<file path="config.mk">
export PLATFORM = sky130hd
export DESIGN_NAME = hbc_host_cycle
export DESIGN_NICKNAME = d
export VERILOG_FILES = /design/src/hdl/hbc_pkg.sv /design/src/hdl/hbc_mst_if.sv /design/src/hdl/hbc_host_cycle.sv /design/src/hdl/hbc_sync.sv /design/src/hdl/hbc_mst_drive.sv
export SDC_FILE = /design/constraint.sdc
export NUM_CORES = 1
export LEC_CHECK = 0
export BUFFER_PORTS_ARGS = -buffer_cell sky130_fd_sc_hd__buf_4
export CORE_ASPECT_RATIO = 0.8
export CORE_MARGIN = 2
export CORE_UTILIZATION = 52
export DETAILED_ROUTE_END_ITERATION = 6
export GPL_ROUTABILITY_DRIVEN = 1
export PLACE_DENSITY = 0.77
export SYNTH_ARGS = -nofsm -noshare
export SYNTH_HDL_FRONTEND = slang
export SYNTH_HIERARCHICAL = 1
export SYNTH_SLANG_ARGS = --single-unit
</file>
<file path="constraint.sdc">
create_clock -name clk_sys_i -period 1.8 [get_ports clk_sys_i]
set_input_delay 0.18 -clock clk_sys_i [delete_from_list [all_inputs] [get_ports clk_sys_i]]
set_output_delay 0.18 -clock clk_sys_i [all_outputs]
set_load 0.1 [all_outputs]
</file>
<file path="src/hdl/hbc_pkg.sv">
// constants shared by the host bus cycle control block
package hbc_pkg;
  localparam int HBC_SYNC_STAGES = 2;          // flops in each pin synchroniser
  localparam int HBC_SID_W = 4;                // space identifier width
  localparam int HBC_AHI_W = 4;                // address bits 31:28
  localparam logic [3:0] HBC_PCI_SID = 4'hb;  // space id that maps to pci
  localparam logic [3:0] HBC_PCI_AHI = 4'h8;  // address top nibble for pci
  localparam int HBC_BURST_BEATS = 4;          // ready beats in one burst
  localparam logic [1:0] HBC_TGT_NONE = 2'h0;
  localparam logic [1:0] HBC_TGT_REG = 2'h1;
  localparam logic [1:0] HBC_TGT_PCI = 2'h2;
  localparam logic [1:0] HBC_TGT_ECS = 2'h3;
endpackage : hbc_pkg

</file>
<file path="src/hdl/hbc_mst_if.sv">
// carrier between the top and its bus-owner drive module
`timescale 1ns/10ps
interface hbc_mst_if;
  logic start;      // begin a bus cycle as owner
  logic write;      // cycle is a write
  logic burst;      // burst conditions met
  logic sdram;      // sdram mode configuration bit
  logic ready;      // synchronised ready from the host side
  logic end_cyc;    // core ends the bus cycle
  logic owner;      // bus-ownership flag
  logic as_n;
  logic as_oe;
  logic rw_n;
  logic rw_oe;
  logic br_n;
  logic br_oe;
  logic ebr_n;
  logic busy;
  modport drv (input start, write, burst, sdram, ready, end_cyc, owner,
               output as_n, as_oe, rw_n, rw_oe, br_n, br_oe, ebr_n, busy);
  modport ctl (output start, write, burst, sdram, ready, end_cyc, owner,
               input as_n, as_oe, rw_n, rw_oe, br_n, br_oe, ebr_n, busy);
endinterface : hbc_mst_if

</file>
<file path="src/hdl/hbc_host_cycle.sv">
// host bus cycle control: slave sampling and owner drive of cycle pins
//
// Summary of operation
// capture space id the cycle after strobe
// ignore id, mask, select while owning bus
// mask low drops top nibble, id decode
// host holds register select low whole access
// drive strobe as owner only in sdram mode
// owner strobe low one clock, first cycle
// host supplies strobe when it owns bus
// owner drives read/write steady whole cycle
// slave samples read/write after strobe
// owner burst request only in sdram mode
// burst request and external request together
// external request drops at first ready
// slave samples burst request, grants if timely
// untimely burst completes as single transfer
// no burst for registers or chip space
// burst ack output on granted slave burst
// inhibit low keeps burst ack high
// ready low when data presented or taken
// ownership flag selects drive or sample
`timescale 1ns/10ps
module hbc_host_cycle
  import hbc_pkg::*;
#(
  parameter int BURST_BEATS = HBC_BURST_BEATS
) (
  input wire logic clk_sys_i,
  input wire logic resetn_i,
  // ownership control from the core
  input wire logic own_grant_i,          // bus granted to this block
  input wire logic own_release_i,        // bus handed back to host
  input wire logic sdram_mode_i,         // configuration bit
  // host pins, each passes the synchroniser
  input wire logic addr_strobe_n_i,      // pin
  input wire logic read_write_n_i,       // pin
  input wire logic burst_request_n_i,    // pin
  input wire logic [3:0] space_id_i,     // pin
  input wire logic [3:0] addr_hi_i,      // pin, address 31:28
  input wire logic decode_mask_n_i,      // pin
  input wire logic reg_select_n_i,       // pin
  input wire logic burst_inhibit_n_i,    // pin
  input wire logic ready_in_n_i,         // pin, ready while owner
  // same-clock inputs from the core, read without flops
  input wire logic ecs_hit_i,            // chip space decoder
  input wire logic burst_timing_ok_i,    // alignment allows burst
  input wire logic data_ready_i,         // read data on the bus
  input wire logic data_taken_i,         // write data taken
  // owner cycle requests from the core
  input wire logic mst_start_i,
  input wire logic mst_write_i,
  input wire logic mst_burst_i,
  input wire logic mst_end_i,
  output logic bus_owner_o,
  // owner-side pin drive, oe high while driving
  output logic addr_strobe_n_o,
  output logic addr_strobe_oe_o,
  output logic read_write_n_o,
  output logic read_write_oe_o,
  output logic burst_request_n_o,
  output logic burst_request_oe_o,
  output logic ext_burst_request_n_o,
  // slave-side pin drive
  output logic burst_ack_n_o,
  output logic burst_ack_oe_o,
  output logic ready_n_o,
  output logic ready_oe_o,
  // access report to the core
  output logic acc_valid_o,              // one pulse per slave access
  output logic acc_write_o,
  output logic [1:0] acc_target_o,
  output logic acc_burst_o,
  output logic [3:0] acc_space_id_o
);
  // slave sequence: idle, sample cycle after the strobe, access
  typedef enum logic [1:0] {S_IDLE, S_SAMPLE, S_ACCESS} hbc_slv_state_type;

  // pin group width and beat counter size
  localparam int PIN_W = 16;             // synchronised pin group
  localparam int BW = $clog2(BURST_BEATS + 1);
  localparam logic [BW-1:0] LAST_BEAT = BW'(BURST_BEATS - 1);

  logic [PIN_W-1:0] pin_raw;             // pins before the synchroniser
  logic [PIN_W-1:0] pin_s;               // pins after two flops
  // synchronised copies of the host pins
  logic as_s, rw_s, br_s, msk_s, rs_s, inh_s, rdy_s;
  logic [3:0] sid_s, ahi_s;
  logic owner_r;                          // ownership flag
  logic as_prev_r;                        // strobe seen last cycle
  hbc_slv_state_type st_r, st_nxt;
  logic write_r, burst_r;
  logic [1:0] tgt_r;
  logic [BW-1:0] beat_r;
  // decode and handshake terms
  logic as_fall, slv_go, id_hit, pci_hit;
  logic [1:0] tgt_nxt;
  logic grant, rdy_evt, last_rdy;

  // carrier to the owner drive module
  hbc_mst_if mif();

  // every host pin passes two flops before any logic reads it
  assign pin_raw = {addr_strobe_n_i, read_write_n_i, burst_request_n_i,
                    decode_mask_n_i, reg_select_n_i, burst_inhibit_n_i,
                    ready_in_n_i, 1'b1, space_id_i, addr_hi_i};

  // the two flops cost two cycles on every strobe; the host holds its
  // qualifiers for the whole access, so they stay aligned with the strobe
  hbc_sync #(.WIDTH(PIN_W), .INIT(16'hff00)) u_sync (
    .clk_sys_i(clk_sys_i),
    .resetn_i(resetn_i),
    .d_i(pin_raw),
    .q_o(pin_s)
  );

  // unpack the synchronised group
  assign {as_s, rw_s, br_s, msk_s, rs_s, inh_s, rdy_s} = pin_s[15:9];
  assign sid_s = pin_s[7:4];
  assign ahi_s = pin_s[3:0];

  // ownership flag; grant wins when both arrive together
  // the core arbitrates ownership, so a grant is taken at once
  always_ff @(posedge clk_sys_i or negedge resetn_i) begin
    if (!resetn_i) owner_r <= 1'b0;
    else if (own_grant_i) owner_r <= 1'b1;
    else if (own_release_i) owner_r <= 1'b0;
  end

  // strobe edge: only meaningful while the host owns the bus
  assign as_fall = as_prev_r && !as_s;
  assign slv_go = as_fall && !owner_r && (st_r == S_IDLE);

  // decode: mask low makes top nibble and id don't-care
  // fixed pci window; a masked host never compares against it
  assign id_hit = (ahi_s == HBC_PCI_AHI) && (sid_s == HBC_PCI_SID);
  assign pci_hit = !msk_s || id_hit;
  assign tgt_nxt = !rs_s ? HBC_TGT_REG :
                   ecs_hit_i ? HBC_TGT_ECS :
                   pci_hit ? HBC_TGT_PCI : HBC_TGT_NONE;

  // burst only for pci space, timing ok, not inhibited
  // timing and chip decode come from same-clock logic, so no flops
  assign grant = !br_s && burst_timing_ok_i && inh_s
                 && (tgt_nxt == HBC_TGT_PCI);

  // ready for register, chip and pci accesses follows the core handshake
  // a target of none never answers; the host's own timer must end it
  assign rdy_evt = (st_r == S_ACCESS) && (tgt_r != HBC_TGT_NONE)
                   && (write_r ? data_taken_i : data_ready_i);
  assign last_rdy = rdy_evt && (!burst_r || beat_r == LAST_BEAT);

  // slave sequence: strobe seen, sample cycle, access until last ready, or one access cycle for a target of none
  always_comb begin
    st_nxt = st_r;
    unique case (st_r)
      S_IDLE: if (slv_go) st_nxt = S_SAMPLE;
      S_SAMPLE: st_nxt = S_ACCESS;
      S_ACCESS: if (last_rdy || tgt_r == HBC_TGT_NONE) st_nxt = S_IDLE;
    endcase
  end

  // state and strobe history; history resets to the idle pin level
  always_ff @(posedge clk_sys_i or negedge resetn_i) begin
    if (!resetn_i) begin
      st_r <= S_IDLE;
      as_prev_r <= 1'b1;
    end else begin
      st_r <= st_nxt;
      as_prev_r <= as_s;
    end
  end

  // capture in the cycle after the strobe
  always_ff @(posedge clk_sys_i or negedge resetn_i) begin
    if (!resetn_i) begin
      write_r <= 1'b0;
      burst_r <= 1'b0;
      tgt_r <= HBC_TGT_NONE;
      acc_space_id_o <= 4'h0;
    end else if (st_r == S_SAMPLE) begin
      write_r <= !rw_s;
      burst_r <= grant;
      tgt_r <= tgt_nxt;
      acc_space_id_o <= sid_s;
    end
  end

  // beat counter for granted bursts
  // counts readies only; the last one closes the burst
  always_ff @(posedge clk_sys_i or negedge resetn_i) begin
    if (!resetn_i) beat_r <= '0;
    else if (st_r == S_SAMPLE) beat_r <= '0;
    else if (rdy_evt) beat_r <= beat_r + BW'(1);
  end

  // access report to the core and slave pin drive
  always_ff @(posedge clk_sys_i or negedge resetn_i) begin
    if (!resetn_i) begin
      acc_valid_o <= 1'b0;
      acc_write_o <= 1'b0;
      acc_target_o <= HBC_TGT_NONE;
      acc_burst_o <= 1'b0;
      burst_ack_n_o <= 1'b1;
      burst_ack_oe_o <= 1'b0;
      ready_n_o <= 1'b1;
      ready_oe_o <= 1'b0;
      bus_owner_o <= 1'b0;
    end else begin
      bus_owner_o <= owner_r;
      // pulse for one cycle as the sample cycle ends
      acc_valid_o <= (st_r == S_SAMPLE);
      if (st_r == S_SAMPLE) begin
        acc_write_o <= !rw_s;
        acc_target_o <= tgt_nxt;
        acc_burst_o <= grant;
      end
      // ack held low from sample until the final ready
      if (st_r == S_SAMPLE) burst_ack_n_o <= !grant;
      else if (st_nxt == S_IDLE) burst_ack_n_o <= 1'b1;
      // ack pin released while this block owns the bus
      burst_ack_oe_o <= !owner_r;
      ready_n_o <= !rdy_evt;
      // ready pin driven from the sample cycle to the last beat
      ready_oe_o <= (st_nxt != S_IDLE) || (st_r == S_ACCESS);
    end
  end

  // owner-side drive lives in its own module
  assign mif.start = mst_start_i;
  assign mif.write = mst_write_i;
  assign mif.burst = mst_burst_i;
  assign mif.sdram = sdram_mode_i;
  assign mif.ready = !rdy_s;
  assign mif.end_cyc = mst_end_i;
  assign mif.owner = owner_r;

  hbc_mst_drive u_mst (
    .clk_sys_i(clk_sys_i),
    .resetn_i(resetn_i),
    .m(mif.drv)
  );

  // owner-side pins come straight from flops in the drive module
  assign addr_strobe_n_o = mif.as_n;
  assign addr_strobe_oe_o = mif.as_oe;
  assign read_write_n_o = mif.rw_n;
  assign read_write_oe_o = mif.rw_oe;
  assign burst_request_n_o = mif.br_n;
  assign burst_request_oe_o = mif.br_oe;
  assign ext_burst_request_n_o = mif.ebr_n;
endmodule : hbc_host_cycle

</file>
<file path="src/hdl/hbc_sync.sv">
// two-flop synchroniser for pins entering the system clock domain
`timescale 1ns/10ps
module hbc_sync #(
  parameter int WIDTH = 1,
  parameter logic [WIDTH-1:0] INIT = '1
) (
  input wire logic clk_sys_i,
  input wire logic resetn_i,
  input wire logic [WIDTH-1:0] d_i,
  output logic [WIDTH-1:0] q_o
);
  logic [WIDTH-1:0] meta_r; // first stage, read only by the second

  // pins idle high through pull ups; reset loads INIT, the idle level unless the instance sets low bits
  always_ff @(posedge clk_sys_i or negedge resetn_i) begin
    if (!resetn_i) begin
      meta_r <= INIT;
      q_o <= INIT;
    end else begin
      meta_r <= d_i;
      q_o <= meta_r;
    end
  end
endmodule : hbc_sync

</file>
<file path="src/hdl/hbc_mst_drive.sv">
// strobe, read/write and burst request drive while the block owns the bus
`timescale 1ns/10ps
module hbc_mst_drive
  import hbc_pkg::*;
(
  input wire logic clk_sys_i,
  input wire logic resetn_i,
  hbc_mst_if.drv m
);
  typedef enum logic [1:0] {M_IDLE, M_FIRST, M_DATA} hbc_mst_state_type;
  hbc_mst_state_type st_r;
  hbc_mst_state_type st_nxt;
  logic go;     // a new cycle may begin
  logic do_br;  // burst request allowed this cycle

  assign go = m.owner && m.start && (st_r == M_IDLE);
  assign do_br = m.burst && m.sdram;

  // next state: first cycle lasts one clock, data phase to end strobe
  always_comb begin
    st_nxt = st_r;
    unique case (st_r)
      M_IDLE: if (go) st_nxt = M_FIRST;
      M_FIRST: st_nxt = m.end_cyc ? M_IDLE : M_DATA;
      M_DATA: if (m.end_cyc || !m.owner) st_nxt = M_IDLE;
    endcase
  end

  // all pin levels are flops so outputs stay glitch free
  always_ff @(posedge clk_sys_i or negedge resetn_i) begin
    if (!resetn_i) begin
      st_r <= M_IDLE;
      m.as_n <= 1'b1;
      m.as_oe <= 1'b0;
      m.rw_n <= 1'b1;
      m.rw_oe <= 1'b0;
      m.br_n <= 1'b1;
      m.br_oe <= 1'b0;
      m.ebr_n <= 1'b1;
      m.busy <= 1'b0;
    end else begin
      st_r <= st_nxt;
      m.busy <= (st_nxt != M_IDLE);
      m.as_n <= !(go && m.sdram);
      m.as_oe <= m.owner && m.sdram;
      m.rw_oe <= m.owner;
      m.br_oe <= m.owner;
      if (go) begin
        m.rw_n <= !m.write;
        m.br_n <= !do_br;
        m.ebr_n <= !do_br;
      end else if (st_nxt == M_IDLE) begin
        m.rw_n <= 1'b1;
        m.br_n <= 1'b1;
        m.ebr_n <= 1'b1;
      end else if (m.ready) begin
        m.ebr_n <= 1'b1;
      end
    end
  end
endmodule : hbc_mst_drive

</file>
==> key figures, run 1 <==
Power
  • Clock network fraction of total power: 25.9%
  • Sw power: 1.99 mW
  • Power density relative to cell area: 1670 mW/mm^2
  • IR Drop Worst-Case VDD: 0.000949 V
  • Combinational share of power: 38.9%
  • Sw Ratio: 41.3%
  • Internal power of the cells: 2.82 mW
  • Seq pwr share: 35.3%
  • Static leakage power: 1.32 nW

Global routing
  • Maximum number of pins on one net before global-route repair: 60
  • Global-route wire length before repair: 5730 um
  • GR Overflow Total: 0
  • Number of antenna violations at the first check in global routing: 0
  • Vias in the first global route: 1344
  • Overall Global Routing Usage: 18.5%

Floorplanning
  • Initial core utilization: 54.1%
  • Top-Level Pins: 49
  • Total Die Area: 0.00448 sq mm
  • Area of the core: 0.00380 sq mm
  • Chip width: 74.3 um
  • Die Y: 60.3 um
  • Number of placement rows: 20

Worst hold path
  • Worst hold path stage count: 2
  • Worst min-delay path class: input pin to flip-flop

STA
  • Headroom to the max-slew limit: 53.8%
  • Max Clk Rate: 0.622 GHz
  • Final setup skew: 5.38 ps
  • Minimum clock period after layout: 1610 ps
  • Final-layout setup total negative slack: 0 ps
  • Final number of setup-violating endpoints: 0
  • Final worst-path cycle share: 89.3%
  • Slew at the pin with the worst max-slew slack: 693 ps
  • Hold Violations, Final: 0
  • RSZ-0062 raised after global routing: no
  • Max-slew violations: 0
  • Slack of the critical path: 193 ps

Setup path
  • Biggest fanout along the worst timing path: 4
  • Origin of the critical flop-to-flop path: st_r[0]$_DFF_PN0_
  • Startpoint Class: flip-flop
  • CP Class: flip-flop to flip-flop
  • Worst flop-to-flop path endpoint: burst_ack_n_o$_DFFE_PN1P_
  • Worst-case reg-to-reg path depth: 5
  • Required time at the worst-slack endpoint: 2050 ps
  • Setup crit start: st_r[0]$_DFF_PN0_
  • End of the critical path: burst_ack_n_o$_DFFE_PN1P_
  • Worst path arrival time: 1860 ps
  • Worst-case register-to-register setup slack: 190 ps
  • Type of destination of the critical path: flip-flop

Drt
  • Detailed Route WL: 3570 um
  • Count of antenna-violating nets left after detailed routing: 0
  • DR vias/cell: 4.81
  • Total via count after detailed routing: 1336
  • WL/cell: 12.9 um
  • DRC violations left: 0
  • Initial DRC Count: 44
  • DRT Pass-1 Iters: 4

CTS
  • CTS root buffer: sky130_fd_sc_hd__clkbuf_8
  • CTS tree: built
  • Buffers from clock root to sink, at most: 2
  • Number of buffers added by the clock tree synthesis step: 9
  • Clock transition at the register clock pins on the worst setup and hold paths after CTS: 60 ps
  • Post CTS Setup Buffer Count: 0
  • Count of clock tree sinks: 59
  • Later-pin clock latency in the skew report: 330 ps
  • H-tree levels: 3

Finish
  • Antenna fix cells: 0
  • Ratio of cells with drive above 1 in the final layout: 42.6%
  • Final Net Count: 254
  • Commonest cells after routing, fill and taps aside: sky130_fd_sc_hd__buf_4 (49), sky130_fd_sc_hd__dfrtp_1 (36), sky130_fd_sc_hd__dfstp_2 (21)
  • Layout overhead on the synthesized area: 39.7%
  • Post-route insts no fill: 278
  • Most frequent standard cell in the layout excluding fill and tap cells: sky130_fd_sc_hd__buf_4

Place
  • Post-placement setup slack: 138 ps
  • Post-DP HPWL: 2310 um
  • Final GP Congestion: 0.748
  • Cell count after placement: 243
  • Count of buffers inserted at the top-level ports: 48

Flow run
  • Max-cap violation count: 0

Logic synthesis
  • Synthesis warning total: 6
  • Cell area after synthesis: 0.00206 sq mm
  • Mean cell area of the mapped netlist: 14.4 sq um
  • Total nets after synthesis: 179
  • Syn Inst Count: 143

Status
  • Run status: finished clean
how the worst min path moves through the flow:
stage           startpoint                       endpoint  slack (ps)
6_report       mst_burst_i       u_mst/m.br_n$_DFFE_PN1P_          40
5_1_grt        mst_burst_i       u_mst/m.br_n$_DFFE_PN1P_          20
4_1_cts        mst_burst_i       u_mst/m.br_n$_DFFE_PN1P_          20
3_5_place_dp      resetn_i       burst_ack_oe_o$_DFF_PN0_         260
3_3_place_gp      resetn_i          bus_owner_o$_DFF_PN0_         260
2_1_floorplan     resetn_i  acc_space_id_o[0]$_DFFE_PN0P_        -120
per-stage QoR:
step / utilization [%] / instance area, sq um / hold slack (ps) / total power [mW]
4_1_cts: 75.4 / 2870 / 16.9 / 4.83
6_report: 75.6 / 2880 / 36.2 / 4.81
3_5_place_dp: 64.9 / 2470 / 263 / 3.53
5_1_grt: 75.6 / 2880 / 19.9 / 5.03
2_1_floorplan: - / 2060 / -116 / 3.11
3_3_place_gp: 64.9 / 2470 / 261 / 3.46
layout make-up:
cell class                      count  area [sq um]
Multi-Input combinational cell     68           489
Timing Repair Buffer               68           558
Clock inverter                      5          77.6
Clock buffer                       11           131
Tap cell                           55          68.8
Fill cell                         254           928
Inverter                           12          45.0
Sequential cell                    59          1510
sequential cells by signal, summed over array words and instances (netlist names), 2 cells and up:
signal          flops
u_sync/q_o         15
st_r                2
u_sync/meta_r      15
u_mst/st_r          2
beat_r              3
tgt_r               2
acc_space_id_o      4
power groups by stage:
stage / logic [mW] / registers, mW / clock network (mW)
2_1_floorplan: 0.482 / 2.63 / 0
3_3_place_gp: 1.76 / 1.70 / 0
3_5_place_dp: 1.82 / 1.72 / 0
4_1_cts: 1.86 / 1.69 / 1.28
5_1_grt: 1.96 / 1.72 / 1.35
6_report: 1.87 / 1.70 / 1.24
critical path, cell delays in order, from the launching register on:
cell and delay [ps]:
sky130_fd_sc_hd__dfrtp_1 380, sky130_fd_sc_hd__inv_1 120, sky130_fd_sc_hd__ha_1 300, sky130_fd_sc_hd__nor4_2 370, sky130_fd_sc_hd__a31oi_1 110, sky130_fd_sc_hd__o31a_1 250
timing repair:
action | CTS | global route
endpoints found under the hold margin | 56 | 0
setup endpoints to repair | 0 | 1
gates resized for setup | 0 | 1
hold buffers | 19 | 0
layer usage:
metal  vias up  share of wire, %  GRT usage [%]
met5         -                 0              0
met4         0               1.6           7.91
met3         6               7.2           10.6
met2        57                51           30.6
met1       647                41           19.4
li1        626                 -              -
No activity file was read; power rests on OpenSTA's default activity.
==> run 2, diff against run 1 <==
--- a/config.mk
+++ b/config.mk
@@ -8,10 +8,9 @@
 export BUFFER_PORTS_ARGS = -buffer_cell sky130_fd_sc_hd__buf_4
 export CORE_ASPECT_RATIO = 0.8
 export CORE_MARGIN = 2
-export CORE_UTILIZATION = 52
+export CORE_UTILIZATION = 40
 export DETAILED_ROUTE_END_ITERATION = 6
 export GPL_ROUTABILITY_DRIVEN = 1
-export PLACE_DENSITY = 0.77
 export SYNTH_ARGS = -nofsm -noshare
 export SYNTH_HDL_FRONTEND = slang
 export SYNTH_HIERARCHICAL = 1
==> run 2 against run 1 <==
Effect of this change: first-iteration DRC count grew 36%; clock power shrank 5%; critical path type unchanged; largest cell class unchanged; sequential share of layout area unchanged; register-to-register slack got worse by 20 ps; non-clock buffer count unchanged; sequential power hardly changed; worst hold slack worse by 11 ps; clock-buffer cell count decreased by 2; critical endpoint unchanged; setup slack got worse by 18 ps; maximum frequency fell by 1.1%; core utilization fell by 18 points; global-route usage down 3.5 points.
==> key figures, run 2 (same netlist as run 1, synthesis figures left out) <==
Finish
  • Commonest cells after routing, fill and taps aside: sky130_fd_sc_hd__buf_4 (49), sky130_fd_sc_hd__dfrtp_1 (36), sky130_fd_sc_hd__dfstp_2 (21) (unchanged)
  • Antenna fix cells: 0 (unchanged)
  • Filler cell count in the final layout: 414 (was 254)
  • Layout overhead on the synthesized area: 39.7% (unchanged)
  • Final Net Count: 254 (unchanged)
  • Most frequent standard cell in the layout excluding fill and tap cells: sky130_fd_sc_hd__buf_4 (unchanged)
  • End-of-flow core utilization: 57.8% (was 75.6%)
  • Registers with the highest flip-flop counts: u_sync/meta_r x15, u_sync/q_o x15, acc_space_id_o x4 (unchanged)
  • Ratio of cells with drive above 1 in the final layout: 43.5% (was 42.6%)

Setup path
  • CP top delay family: compound AO/OA/AOI/OAI gates (was flip-flops)
  • Worst-path cell chain: inv_1 -> ha_1 -> nor4_2 -> a31oi_1 -> o31a_1 (unchanged)
  • Stage delay of the slowest cell on the critical path: 370 ps (was 380 ps)
  • Startpoint Class: flip-flop (unchanged)
  • CP Class: flip-flop to flip-flop (unchanged)
  • Worst path arrival time: 1890 ps (was 1860 ps)
  • Number of buffer and inverter instances along the worst setup path: 1 (unchanged)
  • Biggest fanout along the worst timing path: 4 (unchanged)
  • Required time at the worst-slack endpoint: 2060 ps (was 2050 ps)
  • Type of destination of the critical path: flip-flop (unchanged)
  • Slowest-stage cell, CP: sky130_fd_sc_hd__dfrtp_1 (unchanged)

Drt
  • WL/cell: 12.7 um (was 12.9 um)
  • Detailed Route WL: 3610 um (was 3570 um)
  • DRT Pass-1 Iters: 4 (unchanged)
  • Total met2 wirelength after detailed routing: 1790 um (was 1810 um)
  • Count of antenna-violating nets left after detailed routing: 0 (unchanged)
  • Met3 wire length: 245 um (was 257 um)
  • Highest metal layer used by the detailed router: met4 (unchanged)
  • DR vias/cell: 4.50 (was 4.81)
  • Wire length the detailed router placed on met1: 1510 um (was 1450 um)
  • Initial DRC Count: 60 (was 44)
  • Total via count after detailed routing: 1282 (was 1336)
  • DRC violations left: 0 (unchanged)

Global routing
  • Vias in the first global route: 1332 (was 1344)
  • Overall Global Routing Usage: 15.0% (was 18.5%)
  • Maximum number of pins on one net before global-route repair: 60 (unchanged)
  • GR Overflow Total: 0 (unchanged)
  • Global-route wire length before repair: 6150 um (was 5730 um)
  • Number of antenna violations at the first check in global routing: 0 (unchanged)

Power
  • Internal power of the cells: 2.69 mW (was 2.82 mW)
  • Seq pwr share: 35.9% (was 35.3%)
  • Combinational share of power: 39.2% (was 38.9%)
  • IR Drop Worst-Case VDD: 0.000748 V (was 0.000949 V)
  • Sw Ratio: 43.0% (was 41.3%)
  • Post-layout total power: 4.73 mW (was 4.81 mW)
  • Power density relative to cell area: 1640 mW/mm^2 (was 1670 mW/mm^2)
  • Clock network fraction of total power: 24.9% (was 25.9%)
  • Static leakage power: 1.31 nW (was 1.32 nW)
  • Sw power: 2.03 mW (was 1.99 mW)

STA
  • Headroom to the max-slew limit: 53.9% (was 53.8%)
  • Max-slew violations: 0 (unchanged)
  • RSZ-0062 raised after global routing: no (unchanged)
  • Final setup skew: 7.09 ps (was 5.38 ps)
  • Final-layout setup total negative slack: 0 ps (unchanged)
  • Final worst-path cycle share: 90.3% (was 89.3%)
  • Minimum clock period after layout: 1620 ps (was 1610 ps)
  • Final number of setup-violating endpoints: 0 (unchanged)
  • Max Clk Rate: 0.615 GHz (was 0.622 GHz)
  • Hold Violations, Final: 0 (unchanged)
  • Slew at the pin with the worst max-slew slack: 692 ps (was 693 ps)

Floorplanning
  • Number of placement rows: 23 (was 20)
  • Area of the core: 0.00498 sq mm (was 0.00380 sq mm)
  • Top-Level Pins: 49 (unchanged)
  • Chip width: 84.2 um (was 74.3 um)
  • Die Y: 68.2 um (was 60.3 um)
  • Initial core utilization: 41.3% (was 54.1%)
  • Total Die Area: 0.00574 sq mm (was 0.00448 sq mm)

CTS
  • H-tree levels: 3 (unchanged)
  • Clock transition at the register clock pins on the worst setup and hold paths after CTS: 70 ps (was 60 ps)
  • Count of clock tree sinks: 59 (unchanged)
  • Number of buffers added by the clock tree synthesis step: 9 (unchanged)
  • CTS root buffer: sky130_fd_sc_hd__clkbuf_8 (unchanged)
  • Later-pin clock latency in the skew report: 340 ps (was 330 ps)
  • CTS tree: built (unchanged)
  • Buffers from clock root to sink, at most: 2 (unchanged)

Place
  • Final GP Congestion: 0.742 (was 0.748)
  • Count of buffers inserted at the top-level ports: 48 (unchanged)
  • Post-DP HPWL: 2510 um (was 2310 um)

Flow run
  • Max-cap violation count: 0 (unchanged)

Worst hold path
  • Worst min-delay path class: input pin to flip-flop (unchanged)

Status
  • Run status: finished clean (unchanged)
[run 2: path summary, 6_finish.rpt]
kind	start	endpoint	slack, ps	depth (start not counted)
worst min register to register	u_sync/meta_r[11]$_DFF_PN1_	u_sync/q_o[11]$_DFF_PN1_	350	0
worst min-delay path	own_release_i	mif.owner$_DFFE_PN0P_	30	2
worst max register to register	st_r[0]$_DFF_PN0_	burst_ack_n_o$_DFFE_PN1P_	180	5
worst max-delay path	st_r[0]$_DFF_PN0_	burst_ack_n_o$_DFFE_PN1P_	180	5
max in group asynchronous	resetn_i	tgt_r[1]$_DFFE_PN0P_	870	2
min in group asynchronous	resetn_i	beat_r[1]$_DFFE_PN0P_	440	2
[run 2: final cells by class]
| type | instances | area (sq um) | share of cell area (%) |
|---|---|---|---|
| sequential | 59 | 1510 | 52.3 |
| clock buffer | 9 | 124 | 4.31 |
| clock inverter | 7 | 76.3 | 2.65 |
| multi-input combinational | 68 | 489 | 17.0 |
| tap | 62 | 77.6 | 2.70 |
| timing repair buffer | 68 | 558 | 19.4 |
| inverter | 12 | 45.0 | 1.57 |
[run 2: per-layer routing]
| layer | global-route usage (%) | vias to the layer above |
|---|---|---|
| met4 | 6.05 | 0 |
| met2 | 25.2 | 40 |
| met5 | 0 | - |
| met3 | 8.93 | 8 |
| met1 | 15.8 | 606 |
| li1 | - | 628 |
[run 2: timing repair]
| item | 4_1_cts | 5_1_grt |
|---|---|---|
| setup buffers | 0 | 0 |
| hold buffers | 18 | 1 |
| gates resized for setup | 0 | 1 |
| setup endpoints to repair | 0 | 1 |
| hold endpoints to repair | 55 | 1 |
[run 2: power by group through the flow]
stage	registers (mW)	logic, mW	clock network [mW]
floorplan	2.63	0.482	0
global placement	1.70	1.77	0
detailed placement	1.72	1.82	0
CTS	1.70	1.86	1.22
global route	1.72	1.96	1.30
finish	1.70	1.85	1.18
[run 2: through the flow]
| step | std cells | hold slack, ps | area (sq um) | worst slack (ps) |
|---|---|---|---|---|
| 2_1_floorplan | 143 | -116 | 2060 | 16.8 |
| 3_3_place_gp | 250 | 265 | 2480 | 276 |
| 3_5_place_dp | 250 | 277 | 2480 | 93.8 |
| 4_1_cts | 284 | 2.68 | 2860 | 76.8 |
| 5_1_grt | 285 | 11.0 | 2880 | 79.0 |
| 6_report | 285 | 25.2 | 2880 | 175 |
==> run 3, diff against run 2 <==
--- a/config.mk
+++ b/config.mk
@@ -6,11 +6,15 @@
 export NUM_CORES = 1
 export LEC_CHECK = 0
 export BUFFER_PORTS_ARGS = -buffer_cell sky130_fd_sc_hd__buf_4
+export CELL_PAD_IN_SITES_DETAIL_PLACEMENT = 0
+export CELL_PAD_IN_SITES_GLOBAL_PLACEMENT = 1
 export CORE_ASPECT_RATIO = 0.8
 export CORE_MARGIN = 2
 export CORE_UTILIZATION = 40
+export CTS_BUF_LIST = sky130_fd_sc_hd__clkbuf_16
 export DETAILED_ROUTE_END_ITERATION = 6
 export GPL_ROUTABILITY_DRIVEN = 1
+export PLACE_DENSITY_LB_ADDON = 0.1
 export SYNTH_ARGS = -nofsm -noshare
 export SYNTH_HDL_FRONTEND = slang
 export SYNTH_HIERARCHICAL = 1
==> run 3 against run 2 <==
Effect of this change: global-route usage is 0.84 points lower; final cell count decreased by 1.1%; sequential share of layout area shrank 1.0 points; flip-flop and latch count unchanged; largest power group unchanged.
==> key figures, run 3 (same netlist as run 1, synthesis figures left out) <==
Drt
  • DRC violations left: 0 (unchanged)
  • Detailed Route WL: 3460 um (was 3610 um)
  • Total via count after detailed routing: 1282 (unchanged)
  • WL/cell: 12.3 um (was 12.7 um)
  • DR vias/cell: 4.55 (was 4.50)
  • DRT Pass-1 Iters: 4 (unchanged)
  • Count of antenna-violating nets left after detailed routing: 0 (unchanged)
  • Initial DRC Count: 35 (was 60)

STA
  • Slack of the critical path: 141 ps (was 175 ps)
  • Minimum clock period after layout: 1660 ps (was 1620 ps)
  • Final number of setup-violating endpoints: 0 (unchanged)
  • Headroom to the max-slew limit: 54.2% (was 53.9%)
  • Final-layout setup total negative slack: 0 ps (unchanged)
  • Max-slew violations: 0 (unchanged)
  • Slew at the pin with the worst max-slew slack: 688 ps (was 692 ps)
  • RSZ-0062 raised after global routing: no (unchanged)
  • Final worst-path cycle share: 92.2% (was 90.3%)
  • Final setup skew: 5.69 ps (was 7.09 ps)
  • Max Clk Rate: 0.603 GHz (was 0.615 GHz)
  • Tightest hold margin: 9.25 ps (was 25.2 ps)
  • Hold Violations, Final: 0 (unchanged)

Global routing
  • Maximum number of pins on one net before global-route repair: 60 (unchanged)
  • GR Overflow Total: 0 (unchanged)
  • Overall Global Routing Usage: 14.2% (was 15.0%)
  • Global-route wire length before repair: 6030 um (was 6150 um)
  • Number of antenna violations at the first check in global routing: 0 (unchanged)
  • Vias in the first global route: 1361 (was 1332)

Finish
  • Most frequent standard cell in the layout excluding fill and tap cells: sky130_fd_sc_hd__buf_4 (unchanged)
  • Registers with the highest flip-flop counts: u_sync/meta_r x15, u_sync/q_o x15, acc_space_id_o x4 (unchanged)
  • Cell area after layout: 0.00293 sq mm (was 0.00288 sq mm)
  • Multi-input gate area: 483 sq um (was 489 sq um)
  • Antenna fix cells: 0 (unchanged)
  • Filler cell count in the final layout: 408 (was 414)
  • Final Net Count: 251 (was 254)
  • Layout overhead on the synthesized area: 42.6% (was 39.7%)
  • Ratio of cells with drive above 1 in the final layout: 42.7% (was 43.5%)
  • Sequential cell area: 0.00151 sq mm (unchanged)
  • Commonest cells after routing, fill and taps aside: sky130_fd_sc_hd__buf_4 (49), sky130_fd_sc_hd__dfrtp_1 (36), sky130_fd_sc_hd__dfstp_2 (21) (unchanged)
  • End-of-flow core utilization: 58.9% (was 57.8%)
  • Post-route insts no fill: 282 (was 285)

CTS
  • CTS root buffer: sky130_fd_sc_hd__clkbuf_16 (was sky130_fd_sc_hd__clkbuf_8)
  • CTS tree: built (unchanged)
  • Count of clock tree sinks: 59 (unchanged)
  • Clock transition at the register clock pins on the worst setup and hold paths after CTS: 50 ps (was 70 ps)
  • Buffers from clock root to sink, at most: 2 (unchanged)
  • H-tree levels: 3 (unchanged)
  • Post CTS Setup Buffer Count: 0 (unchanged)
  • Later-pin clock latency in the skew report: 320 ps (was 340 ps)
  • Number of buffers added by the clock tree synthesis step: 9 (unchanged)

Floorplanning
  • Initial core utilization: 41.3% (unchanged)
  • Area of the core: 0.00498 sq mm (unchanged)
  • Total Die Area: 0.00574 sq mm (unchanged)
  • Chip width: 84.2 um (unchanged)
  • Top-Level Pins: 49 (unchanged)
  • Die Y: 68.2 um (unchanged)
  • Number of placement rows: 23 (unchanged)

Setup path
  • CP Class: flip-flop to flip-flop (unchanged)
  • Biggest fanout along the worst timing path: 4 (unchanged)
  • Required time at the worst-slack endpoint: 2040 ps (was 2060 ps)
  • Startpoint Class: flip-flop (unchanged)
  • Worst path arrival time: 1900 ps (was 1890 ps)
  • Type of destination of the critical path: flip-flop (unchanged)

Power
  • Power density relative to cell area: 1750 mW/mm^2 (was 1640 mW/mm^2)
  • IR Drop Worst-Case VDD: 0.000864 V (was 0.000748 V)
  • Post-layout total power: 5.13 mW (was 4.73 mW)
  • Static leakage power: 1.34 nW (was 1.31 nW)

Place
  • Post-DP HPWL: 2430 um (was 2510 um)
  • Count of buffers inserted at the top-level ports: 48 (unchanged)
  • Cell count after placement: 250 (unchanged)
  • Post-Place Cell Area: 0.00248 sq mm (unchanged)
  • Post-placement setup slack: 148 ps (was 93.8 ps)
  • Final GP Congestion: 0.718 (was 0.742)

Worst hold path
  • Worst min-delay path class: input pin to flip-flop (unchanged)

Status
  • Run status: finished clean (unchanged)

Flow run
  • Max-cap violation count: 0 (unchanged)
[run 3: cell count changes in the layout (fill, tap and decap cells not counted), moves of 2 or more]
cell / change
sky130_fd_sc_hd__clkbuf_16: +9
sky130_fd_sc_hd__clkbuf_8: -9
sky130_fd_sc_hd__dlygate4sd3_1: -3
sky130_fd_sc_hd__inv_6: -2
[run 3: layout make-up]
| class | count | area share [%] |
|---|---|---|
| Sequential cell | 59 | 51.3 |
| Timing Repair Buffer | 65 | 18.0 |
| Multi-Input combinational cell | 68 | 16.5 |
| Clock buffer | 9 | 7.68 |
| Tap cell | 62 | 2.64 |
| Clock inverter | 7 | 2.39 |
| Inverter | 12 | 1.54 |
[run 3: critical path, stage by stage (launching register included)]
cell,delay [ps]
sky130_fd_sc_hd__dfrtp_1,370
sky130_fd_sc_hd__inv_1,120
sky130_fd_sc_hd__ha_1,290
sky130_fd_sc_hd__nor4_1,430
sky130_fd_sc_hd__a31oi_1,120
sky130_fd_sc_hd__o31a_1,260
[run 3: repair_timing]
| action | 4_1_cts | 5_1_grt |
|---|---|---|
| endpoints found under the hold margin | 53 | 0 |
| hold buffers | 16 | 0 |
| gates resized for setup | 0 | 0 |
[run 3: per-layer routing]
layer / vias up / track usage, % / wire, um
li1: 627 / - / -
met1: 609 / 15.1 / 1400
met2: 37 / 24.1 / 1760
met3: 9 / 7.48 / 233
met4: 0 / 6.05 / 67
met5: - / 0 / 0
[run 3: path summary, 6_finish.rpt]
path	from	to	slack [ps]	cells after the start
worst min register to register	u_sync/meta_r[6]$_DFF_PN0_	u_sync/q_o[6]$_DFF_PN0_	350	0
worst max register to register	st_r[1]$_DFF_PN0_	burst_ack_n_o$_DFFE_PN1P_	140	5
min in group asynchronous	resetn_i	burst_ack_oe_o$_DFF_PN0_	450	2
max in group asynchronous	resetn_i	tgt_r[1]$_DFFE_PN0P_	850	2
worst max-delay path	st_r[1]$_DFF_PN0_	burst_ack_n_o$_DFFE_PN1P_	140	5
worst min-delay path	mst_write_i	u_mst/m.rw_n$_DFFE_PN1P_	9	2
[run 3: power by group]
group	switching [mW]	total [mW]	internal (mW)
Clock	0.548	1.61	1.06
Sequential	0.114	1.69	1.57
Combinational	1.37	1.83	0.466
